## config.mk

```make
export PLATFORM = sky130hd
export DESIGN_NAME = adcu_top
export DESIGN_NICKNAME = d
export VERILOG_FILES = /design/src/adcu_seq.v /design/src/adcu_top.v
export VERILOG_INCLUDE_DIRS = /design/src
export SDC_FILE = /design/constraint.sdc
export NUM_CORES = 1
export LEC_CHECK = 0
export BUFFER_PORTS_ARGS = -buffer_cell sky130_fd_sc_hd__buf_4
export CAP_MARGIN = 20
export CORE_MARGIN = 1
export CORE_UTILIZATION = 23
export CTS_CLUSTER_SIZE = 30
export DETAILED_ROUTE_END_ITERATION = 8
export GPL_TIMING_DRIVEN = 0
export PLACE_DENSITY_LB_ADDON = 0.25
export SYNTH_ARGS = -nofsm -noshare
export SYNTH_HDL_FRONTEND = slang
export SYNTH_SLANG_ARGS = --single-unit
```

## constraint.sdc

```tcl
create_clock -name i_clk -period 2.04 [get_ports i_clk]
set_input_delay 0.408 -clock i_clk [delete_from_list [all_inputs] [get_ports i_clk]]
set_output_delay 0.408 -clock i_clk [all_outputs]
set_load 0.01 [all_outputs]
```

## src/adcu_consts.vh

```
`ifndef ADCU_CONSTS_VH
`define ADCU_CONSTS_VH
// ----------------------------------------
// Register byte addresses
// ----------------------------------------
`define ADCU_RESULT_BASE 8'h00
`define ADCU_CSR_ADDR 8'h40
`define ADCU_START_ADDR 8'h44
`define ADCU_SEQ_ADDR 8'h48
// ----------------------------------------
// Control/status field positions
// ----------------------------------------
`define ADCU_CSR_END_FLAG 7
`define ADCU_CSR_IRQ_EN 6
`define ADCU_CSR_MODE_HI 5
`define ADCU_CSR_MODE_LO 4
`define ADCU_CSR_CHAN_HI 3
`define ADCU_START_RUN 0
// ----------------------------------------
// Reset values and modes
// ----------------------------------------
`define ADCU_CSR_RESET 8'h00
`define ADCU_RESULT_RESET 16'h0000
`define ADCU_MODE_SINGLE 2'h0
`define ADCU_MODE_SCAN4 2'h1
`define ADCU_MODE_SCAN8 2'h2
`define ADCU_MODE_SCAN12 2'h3
`define ADCU_RESP_OKAY 2'h0
`define ADCU_RESP_SLVERR 2'h2
`endif

```

## src/adcu_seq.v

```verilog
`default_nettype none
`include "adcu_consts.vh"
// Channel sequencer: chooses the next input to convert from mode and channel field
module adcu_seq (
    input wire i_clk,
    input wire i_rst_n,
    input wire i_clr,
    input wire i_run,
    input wire [1:0] i_mode,
    input wire [3:0] i_chan,
    input wire i_conv_done,
    output reg [3:0] o_chan,
    output wire o_last_in_group,
    output wire o_last_in_scan
);
    // ----------------------------------------
    // Sequence position
    // ----------------------------------------
    reg [1:0] grp_r;
    reg [1:0] idx_r;
    wire [1:0] last_idx = i_chan[1:0];
    // Group 0 first in multi-group scans; chan bit 2 ignored there
    wire [1:0] grp_first = (i_mode == `ADCU_MODE_SCAN4) ? i_chan[3:2] : 2'h0;
    wire [1:0] grp_last = (i_mode == `ADCU_MODE_SCAN8) ? 2'h1 :
                          (i_mode == `ADCU_MODE_SCAN12) ? 2'h2 : grp_first;
    assign o_last_in_group = (i_mode == `ADCU_MODE_SINGLE) || (idx_r == last_idx);
    assign o_last_in_scan = o_last_in_group && (grp_r == grp_last);

    // Channel index output; single mode names the input directly
    always @* begin
        if (i_mode == `ADCU_MODE_SINGLE) begin
            o_chan = i_chan;
        end else begin
            o_chan = {grp_r, idx_r};
        end
    end

    // Advance on each finished conversion; wrap to start for repeating scan
    always @(posedge i_clk or negedge i_rst_n) begin
        if (!i_rst_n) begin
            grp_r <= 2'h0;
            idx_r <= 2'h0;
        end else if (i_clr || !i_run) begin
            grp_r <= grp_first;
            idx_r <= 2'h0;
        end else if (i_conv_done) begin
            if (o_last_in_scan) begin
                grp_r <= grp_first;
                idx_r <= 2'h0;
            end else if (o_last_in_group) begin
                grp_r <= grp_r + 2'h1;
                idx_r <= 2'h0;
            end else begin
                idx_r <= idx_r + 2'h1;
            end
        end
    end
endmodule
`default_nettype wire

```

## src/adcu_top.v

```verilog
// The AXI4-Lite slave port and the address map were decided locally.
`default_nettype none
`include "adcu_consts.vh"
module adcu_top (
    input wire i_clk,
    input wire i_rst_n,
    input wire i_standby,
    // AXI4-Lite slave
    input wire [7:0] i_awaddr,
    input wire i_awvalid,
    output wire o_awready,
    input wire [31:0] i_wdata,
    input wire [3:0] i_wstrb,
    input wire i_wvalid,
    output wire o_wready,
    output reg [1:0] o_bresp,
    output reg o_bvalid,
    input wire i_bready,
    input wire [7:0] i_araddr,
    input wire i_arvalid,
    output wire o_arready,
    output reg [31:0] o_rdata,
    output reg [1:0] o_rresp,
    output reg o_rvalid,
    input wire i_rready,
    // Converter core
    output reg o_conv_start,
    output reg [3:0] o_conv_chan,
    input wire i_conv_done,
    input wire [9:0] i_conv_result,
    // Interrupt and DMA
    output wire o_unit0_end_irq,
    input wire i_dma_ack
);
    // ----------------------------------------
    // State
    // ----------------------------------------
    reg [15:0] result_r [0:15];

    // Control/status fields and conversion state
    reg end_flag_r;
    reg irq_en_r;
    reg [1:0] mode_r;
    reg [3:0] chan_r;
    reg run_r;
    reg flag_seen_r;
    reg busy_r;
    reg [3:0] last_chan_r;

    // Bus holding registers
    reg aw_held_r;
    reg w_held_r;
    reg [7:0] aw_addr_r;
    reg [31:0] w_data_r;
    reg [3:0] w_strb_r;

    // Sequencer links and standby synchroniser
    wire [3:0] seq_chan;
    wire seq_last_group;
    wire standby_sync;
    reg stby_meta_r;
    reg stby_sync_r;

    // ----------------------------------------
    // Standby synchroniser
    // ----------------------------------------
    // Standby pin comes from outside, two flops before use
    always @(posedge i_clk or negedge i_rst_n) begin
        if (!i_rst_n) begin
            stby_meta_r <= 1'b0;
            stby_sync_r <= 1'b0;
        end else begin
            stby_meta_r <= i_standby;
            stby_sync_r <= stby_meta_r;
        end
    end
    assign standby_sync = stby_sync_r;

    // ----------------------------------------
    // Sequencer
    // ----------------------------------------
    adcu_seq u_seq (
        .i_clk(i_clk),
        .i_rst_n(i_rst_n),
        .i_clr(standby_sync),
        .i_run(run_r),
        .i_mode(mode_r),
        .i_chan(chan_r),
        .i_conv_done(i_conv_done & busy_r),
        .o_chan(seq_chan),
        .o_last_in_group(seq_last_group),
        .o_last_in_scan() // Scan restart needs only the run bit here
    );

    // ----------------------------------------
    // AXI4-Lite write path
    // ----------------------------------------
    // Address and data taken independently, response once both held
    assign o_awready = !aw_held_r && !o_bvalid;
    assign o_wready = !w_held_r && !o_bvalid;
    wire wr_fire = aw_held_r && w_held_r && !o_bvalid;

    // Held address decode; result registers accept writes and ignore them
    wire aw_is_csr = (aw_addr_r == `ADCU_CSR_ADDR);
    wire aw_is_start = (aw_addr_r == `ADCU_START_ADDR);
    wire aw_is_result = (aw_addr_r < `ADCU_CSR_ADDR);
    // Byte lane 0 carries every writable field
    wire csr_wr = wr_fire && aw_is_csr && w_strb_r[0];
    wire start_wr = wr_fire && aw_is_start && w_strb_r[0];
    wire wr_ok = aw_is_csr || aw_is_start || aw_is_result;

    always @(posedge i_clk or negedge i_rst_n) begin
        if (!i_rst_n) begin
            aw_held_r <= 1'b0;
            w_held_r <= 1'b0;
            aw_addr_r <= 8'h00;
            w_data_r <= 32'h0000_0000;
            w_strb_r <= 4'h0;
            o_bvalid <= 1'b0;
            o_bresp <= `ADCU_RESP_OKAY;
        end else begin
            if (i_awvalid && o_awready) begin
                aw_held_r <= 1'b1;
                aw_addr_r <= {i_awaddr[7:2], 2'b00};
            end
            if (i_wvalid && o_wready) begin
                w_held_r <= 1'b1;
                w_data_r <= i_wdata;
                w_strb_r <= i_wstrb;
            end
            if (wr_fire) begin
                aw_held_r <= 1'b0;
                w_held_r <= 1'b0;
                o_bvalid <= 1'b1;
                o_bresp <= wr_ok ? `ADCU_RESP_OKAY : `ADCU_RESP_SLVERR;
            end else if (o_bvalid && i_bready) begin
                o_bvalid <= 1'b0;
            end
        end
    end

    // ----------------------------------------
    // AXI4-Lite read path
    // ----------------------------------------
    assign o_arready = !o_rvalid;
    wire rd_fire = i_arvalid && o_arready;
    wire [7:0] rd_addr = {i_araddr[7:2], 2'b00};
    wire csr_rd = rd_fire && (rd_addr == `ADCU_CSR_ADDR);
    wire [7:0] csr_val = {end_flag_r, irq_en_r, mode_r, chan_r};
    // Read decode; anything past the status word is refused
    wire rd_is_result = (rd_addr < `ADCU_CSR_ADDR);
    wire rd_is_start = (rd_addr == `ADCU_START_ADDR);
    wire rd_is_seq = (rd_addr == `ADCU_SEQ_ADDR);
    wire [5:0] seq_status = {busy_r, seq_last_group, last_chan_r};

    // Read mux; results use low word, upper bits zero
    always @(posedge i_clk or negedge i_rst_n) begin
        if (!i_rst_n) begin
            o_rvalid <= 1'b0;
            o_rdata <= 32'h0000_0000;
            o_rresp <= `ADCU_RESP_OKAY;
        end else if (rd_fire) begin
            o_rvalid <= 1'b1;
            o_rresp <= `ADCU_RESP_OKAY;
            if (rd_is_result) begin
                o_rdata <= {16'h0000, result_r[rd_addr[5:2]]};
            end else if (rd_addr == `ADCU_CSR_ADDR) begin
                o_rdata <= {24'h00_0000, csr_val};
            end else if (rd_is_start) begin
                o_rdata <= {31'h0000_0000, run_r};
            end else if (rd_is_seq) begin
                o_rdata <= {26'h000_0000, seq_status};
            end else begin
                o_rdata <= 32'h0000_0000;
                o_rresp <= `ADCU_RESP_SLVERR;
            end
        end else if (o_rvalid && i_rready) begin
            o_rvalid <= 1'b0;
        end
    end

    // ----------------------------------------
    // Control/status register
    // ----------------------------------------
    // Set beats clear: a group end in the same cycle as a clear keeps the flag
    // A done only counts while a conversion is ours; a late one after a stop drops
    wire conv_end = busy_r && i_conv_done;
    wire flag_set = conv_end && seq_last_group;
    wire sw_clr = csr_wr && !w_data_r[`ADCU_CSR_END_FLAG] && flag_seen_r;
    wire dma_clr = i_dma_ack && end_flag_r;
    // Only a read that saw the flag at one arms the clear
    wire csr_flag_rd = csr_rd && end_flag_r;

    always @(posedge i_clk or negedge i_rst_n) begin
        if (!i_rst_n) begin
            {end_flag_r, irq_en_r, mode_r, chan_r} <= `ADCU_CSR_RESET;
            flag_seen_r <= 1'b0;
        end else if (standby_sync) begin
            {end_flag_r, irq_en_r, mode_r, chan_r} <= `ADCU_CSR_RESET;
            flag_seen_r <= 1'b0;
        end else begin
            // Read-as-one arms the software clear
            if (csr_flag_rd) begin
                flag_seen_r <= 1'b1;
            end else if (sw_clr || !end_flag_r) begin
                flag_seen_r <= 1'b0;
            end
            if (flag_set) begin
                end_flag_r <= 1'b1;
            end else if (sw_clr || dma_clr) begin
                end_flag_r <= 1'b0;
            end
            if (csr_wr) begin
                irq_en_r <= w_data_r[`ADCU_CSR_IRQ_EN];
                mode_r <= w_data_r[`ADCU_CSR_MODE_HI:`ADCU_CSR_MODE_LO];
                chan_r <= w_data_r[`ADCU_CSR_CHAN_HI:0];
            end
        end
    end

    // ----------------------------------------
    // Interrupt and DMA request
    // ----------------------------------------
    // Request held as a level, so the DMA engine sees it as well
    assign o_unit0_end_irq = end_flag_r & irq_en_r;

    // ----------------------------------------
    // Run bit and conversion control
    // ----------------------------------------
    // Run value carried by a start register write
    wire run_wr_val = w_data_r[`ADCU_START_RUN];
    // Core pulse start, wait for done; run bit stays set in scan
    always @(posedge i_clk or negedge i_rst_n) begin
        if (!i_rst_n) begin
            run_r <= 1'b0;
            busy_r <= 1'b0;
            o_conv_start <= 1'b0;
            o_conv_chan <= 4'h0;
            last_chan_r <= 4'h0;
        end else if (standby_sync) begin
            run_r <= 1'b0;
            busy_r <= 1'b0;
            o_conv_start <= 1'b0;
        end else begin
            o_conv_start <= 1'b0;
            if (busy_r && i_conv_done) begin
                busy_r <= 1'b0;
                last_chan_r <= o_conv_chan;
                if (mode_r == `ADCU_MODE_SINGLE) begin
                    run_r <= 1'b0;
                end
            end else if (run_r && !busy_r && !start_wr) begin
                busy_r <= 1'b1;
                o_conv_start <= 1'b1;
                o_conv_chan <= seq_chan;
            end
            // Software write wins over any automatic change
            if (start_wr) begin
                run_r <= run_wr_val;
                if (!run_wr_val) begin
                    busy_r <= 1'b0;
                end
            end
        end
    end

    // ----------------------------------------
    // Result registers
    // ----------------------------------------
    // Result word: ten bits left aligned, padding bits zero
    wire [15:0] result_word = {i_conv_result, 6'h00};
    // Store before the flag is seen: both land on the same edge
    genvar gi;
    generate
        for (gi = 0; gi < 16; gi = gi + 1) begin : g_res
            always @(posedge i_clk or negedge i_rst_n) begin
                if (!i_rst_n) begin
                    result_r[gi] <= `ADCU_RESULT_RESET;
                end else if (standby_sync) begin
                    result_r[gi] <= `ADCU_RESULT_RESET;
                end else if (conv_end && o_conv_chan == gi) begin
                    result_r[gi] <= result_word;
                end
            end
        end
    endgenerate
endmodule
`default_nettype wire

```

==> flow_metrics.env <==
export IMPL_grt_pass1_wl_um=51500
export IMPL_port_buffer_count=67
export IMPL_tightest_slew_ps=835
export IMPL_gp_congestion=0.799
export IMPL_synth_top_area_share_pct=51.3
export IMPL_critical_path_slowest_cell="clkbuf_1"
export IMPL_antenna_found_initial=1
export IMPL_timing_final_crit_share_pct=97.5
export IMPL_hold_viol=0
export IMPL_dr_pass1_iters=7
export IMPL_fmax_ghz=0.503
export IMPL_dp_hpwl_um=23300
export IMPL_die_h_um=220
export IMPL_finalSetupTns_ps=0
export IMPL_ys_async_sr_fraction_pct=100
export IMPL_cpPeakStageDelay_ps=660
export IMPL_clock_skew_ps=25.0
export IMPL_insertion_delay_ps=550
export IMPL_crit_start="i_araddr[3]"
export IMPL_n_fill_cell=4880
export IMPL_p_leak_nw=5.94
export IMPL_whs_ps=55.8
export IMPL_numCtsBuffers=27
export IMPL_setup_slack_ps=50.7
export IMPL_drt_drc_violations_left=6
export IMPL_numClockSinks=223
export IMPL_cp_max_fo=10
export IMPL_swShare_pct=25.0
export IMPL_grt_overflow=0
export IMPL_p_comb_share_pct=10.4
export IMPL_min_path_type="in -> reg"
export IMPL_grt_pass1_vias=7895
export IMPL_synth_edf_count=0
export IMPL_htree_levels=1
export IMPL_clock_path_buffers=3
export IMPL_status="complete, but fails checks"
export IMPL_pre_cts_ws_ps=-508
export IMPL_core_area_um2=46700
export IMPL_worstPathRequired_ps=2430
export IMPL_vias_per_cell=4.48
export IMPL_rsz0062_at_grt="no"
export IMPL_placed_area_um2=12300
export IMPL_num_vias=7635
export IMPL_cp_arrival_ps=2370
export IMPL_min_from="i_rready"
export IMPL_final_antenna_net_count=0
export IMPL_p_int_mw=8.04
export IMPL_synth_distinct_cells=57
export IMPL_nets=1150
export IMPL_clkTransAtPathRegs_ps=60
export IMPL_end_kind="flip-flop"
export IMPL_slew_violations=0
export IMPL_rr_startpoint="o_conv_chan[3]$_DFFE_PN0P_"
export IMPL_clkPwrFrac_pct=44.9
export IMPL_synthFlopType="dfrtp_1"
export IMPL_maxCapViolCount=0
export IMPL_die_width_um=220
export IMPL_crit_buf_inv=2
export IMPL_cp_top_family="multiplexers"
export IMPL_startpoint_type="input port"
export IMPL_yosysSeqAreaShare_pct=51.3
export IMPL_avgSynthCellArea_um2=11.4
export IMPL_area_growth_synth_to_final_pct=22.8
export IMPL_cts_tree="done"
export IMPL_yosysWarnings=0
export IMPL_fin_area_um2=13400
export IMPL_synthTopCellsByArea="dfrtp_1, mux2i_1, nor2_1"
export IMPL_synthesis_area_um2=10900
export IMPL_ys_seq_elements=223
export IMPL_power_mw=10.7
export IMPL_cts_root_buf="clkbuf_16"
export IMPL_seqPwrFrac_pct=44.7
export IMPL_switchingPower_mw=2.69
export IMPL_yosysTopAreaCell="dfrtp_1"
export IMPL_antenna_cells=0
export IMPL_power_density_nw_per_um2=803
export IMPL_wirelength_um=34200
export IMPL_path_class="in -> reg"
export IMPL_peakVddDrop_v=0.000688
export IMPL_synthCells=954
export IMPL_path_cells="buf_2 -> clkbuf_1 -> mux4_2 -> mux2i_1 -> o211ai_1"
export IMPL_setup_viol=0
export IMPL_io_pins=119
export IMPL_grt_max_degree=107
export IMPL_max_slew_margin_rel_pct=44.3
export IMPL_period_needed_ps=1990
export IMPL_row_count=79
export IMPL_drt_iter0_drc=443
export IMPL_drive_gt1_share_pct=22.4
export IMPL_synth_most_common_cell="dfrtp_1"
export IMPL_violations="DRC"
export IMPL_start_util_pct=23.3
export IMPL_yosys_top_cells_count="dfrtp_1, mux2i_1, nor2_1"
export IMPL_grtUsageTotal_pct=14.4
export IMPL_routedWlPerCell_um=20.1
export IMPL_die_area_um2=48200
[layout by cell type (no fill, tap or decap), drive strengths merged, types with 2 or more instances in the layout]
cell type,synthesis,routed
o21ai,34,34
dlygate4sd3,0,2
nor3,5,5
buf,41,121
nand3,19,19
mux2,28,28
nand2b,8,8
nor4,2,2
and2,3,3
nand2,45,45
clkbuf,44,82
dfrtp,223,223
a21oi,36,36
xnor2,3,3
inv,7,8
nand3b,4,4
a211oi,3,3
a22oi,7,7
bufinv,0,2
mux2i,192,192
or3,3,3
nor2,170,170
o211ai,7,7
o2111ai,2,2
conb,1,18
mux4,24,24
or4b,2,2
o31ai,3,3
nor2b,9,9
o21bai,2,2
o21a,9,9
or4,4,4
clkinv,1,3
[logic make-up after synthesis]
kind of cell,count (synthesis),share of synthesized area (%)
XOR/XNOR,3,0.242
multiplexers,244,25.6
flip-flops,223,51.3
AO/OA/AOI/OAI,111,6.22
buffers and inverters,93,4.35
other,1,0.0345
AND/OR/NAND/NOR,279,12.2
[power by group through the flow]
stage	Sequential, mW	Combinational, mW	Clock, mW
2_1_floorplan	4.84	0.611	0
3_3_place_gp	4.87	1.10	0
3_5_place_dp	4.88	1.13	0
4_1_cts	4.80	1.14	4.96
5_1_grt	4.83	1.23	5.15
6_report	4.79	1.12	4.82
[final timing paths]
kind	slack (ps)	to	cells past startpoint
worst max-delay path	50	o_rdata[13]$_DFFE_PN0P_	5
worst min-delay path	60	o_rvalid$_DFFE_PN0P_	2
worst max register to register	150	result_r[189]$_DFFE_PN0P_	6
worst min register to register	350	standby_sync$_DFF_PN0_	0
max in group asynchronous	460	result_r[77]$_DFFE_PN0P_	4
min in group asynchronous	390	w_held_r$_DFFE_PN0P_	2
[layout make-up]
type,count,area (µm²),area share (%)
plain buffers,81,439,3.29
clock buffers,42,802,6.00
clock inverters,6,86.3,0.646
inverters,8,30.0,0.225
multi-input cells,655,4900,36.7
flip-flops and latches,223,5580,41.8
well taps,607,759,5.68
repair buffers,82,756,5.66
[layer usage]
metal	share of wire, %	vias up	GRT usage [%]	routed length, µm
met5	0.035	-	0	12
met4	1.9	2	4.03	658
met2	49	145	24.4	16800
met3	3.7	37	1.70	1260
met1	45	3890	19.3	15500
li1	-	3561	-	-
[what timing repair did]
action / 4_1_cts / 5_1_grt
setup buffers: 2 / 9
endpoints found under the setup margin: 28 / 107
pin swaps: 1 / 7
hold endpoints to repair: 46 / 0
hold buffers: 2 / 0
gates resized for setup: 3 / 19
[registers in the layout, indices dropped and copies added, names as in the netlist, 2 cells and up]
| name | cells |
|---|---|
| o_rdata | 16 |
| aw_addr_r | 6 |
| u_seq.grp_r | 2 |
| result_r | 160 |
| chan_r | 4 |
| w_data_r | 8 |
| last_chan_r | 4 |
| o_conv_chan | 4 |
| mode_r | 2 |
| u_seq.idx_r | 2 |
[metrics by stage]
step | instances | utilization [%]
floorplan | 971 | -
global placement | 1645 | 26.2
finish | 1704 | 28.6
detailed placement | 1647 | 26.3
CTS | 1697 | 28.3
global route | 1704 | 28.6
(Power assumes the default switching activity.)
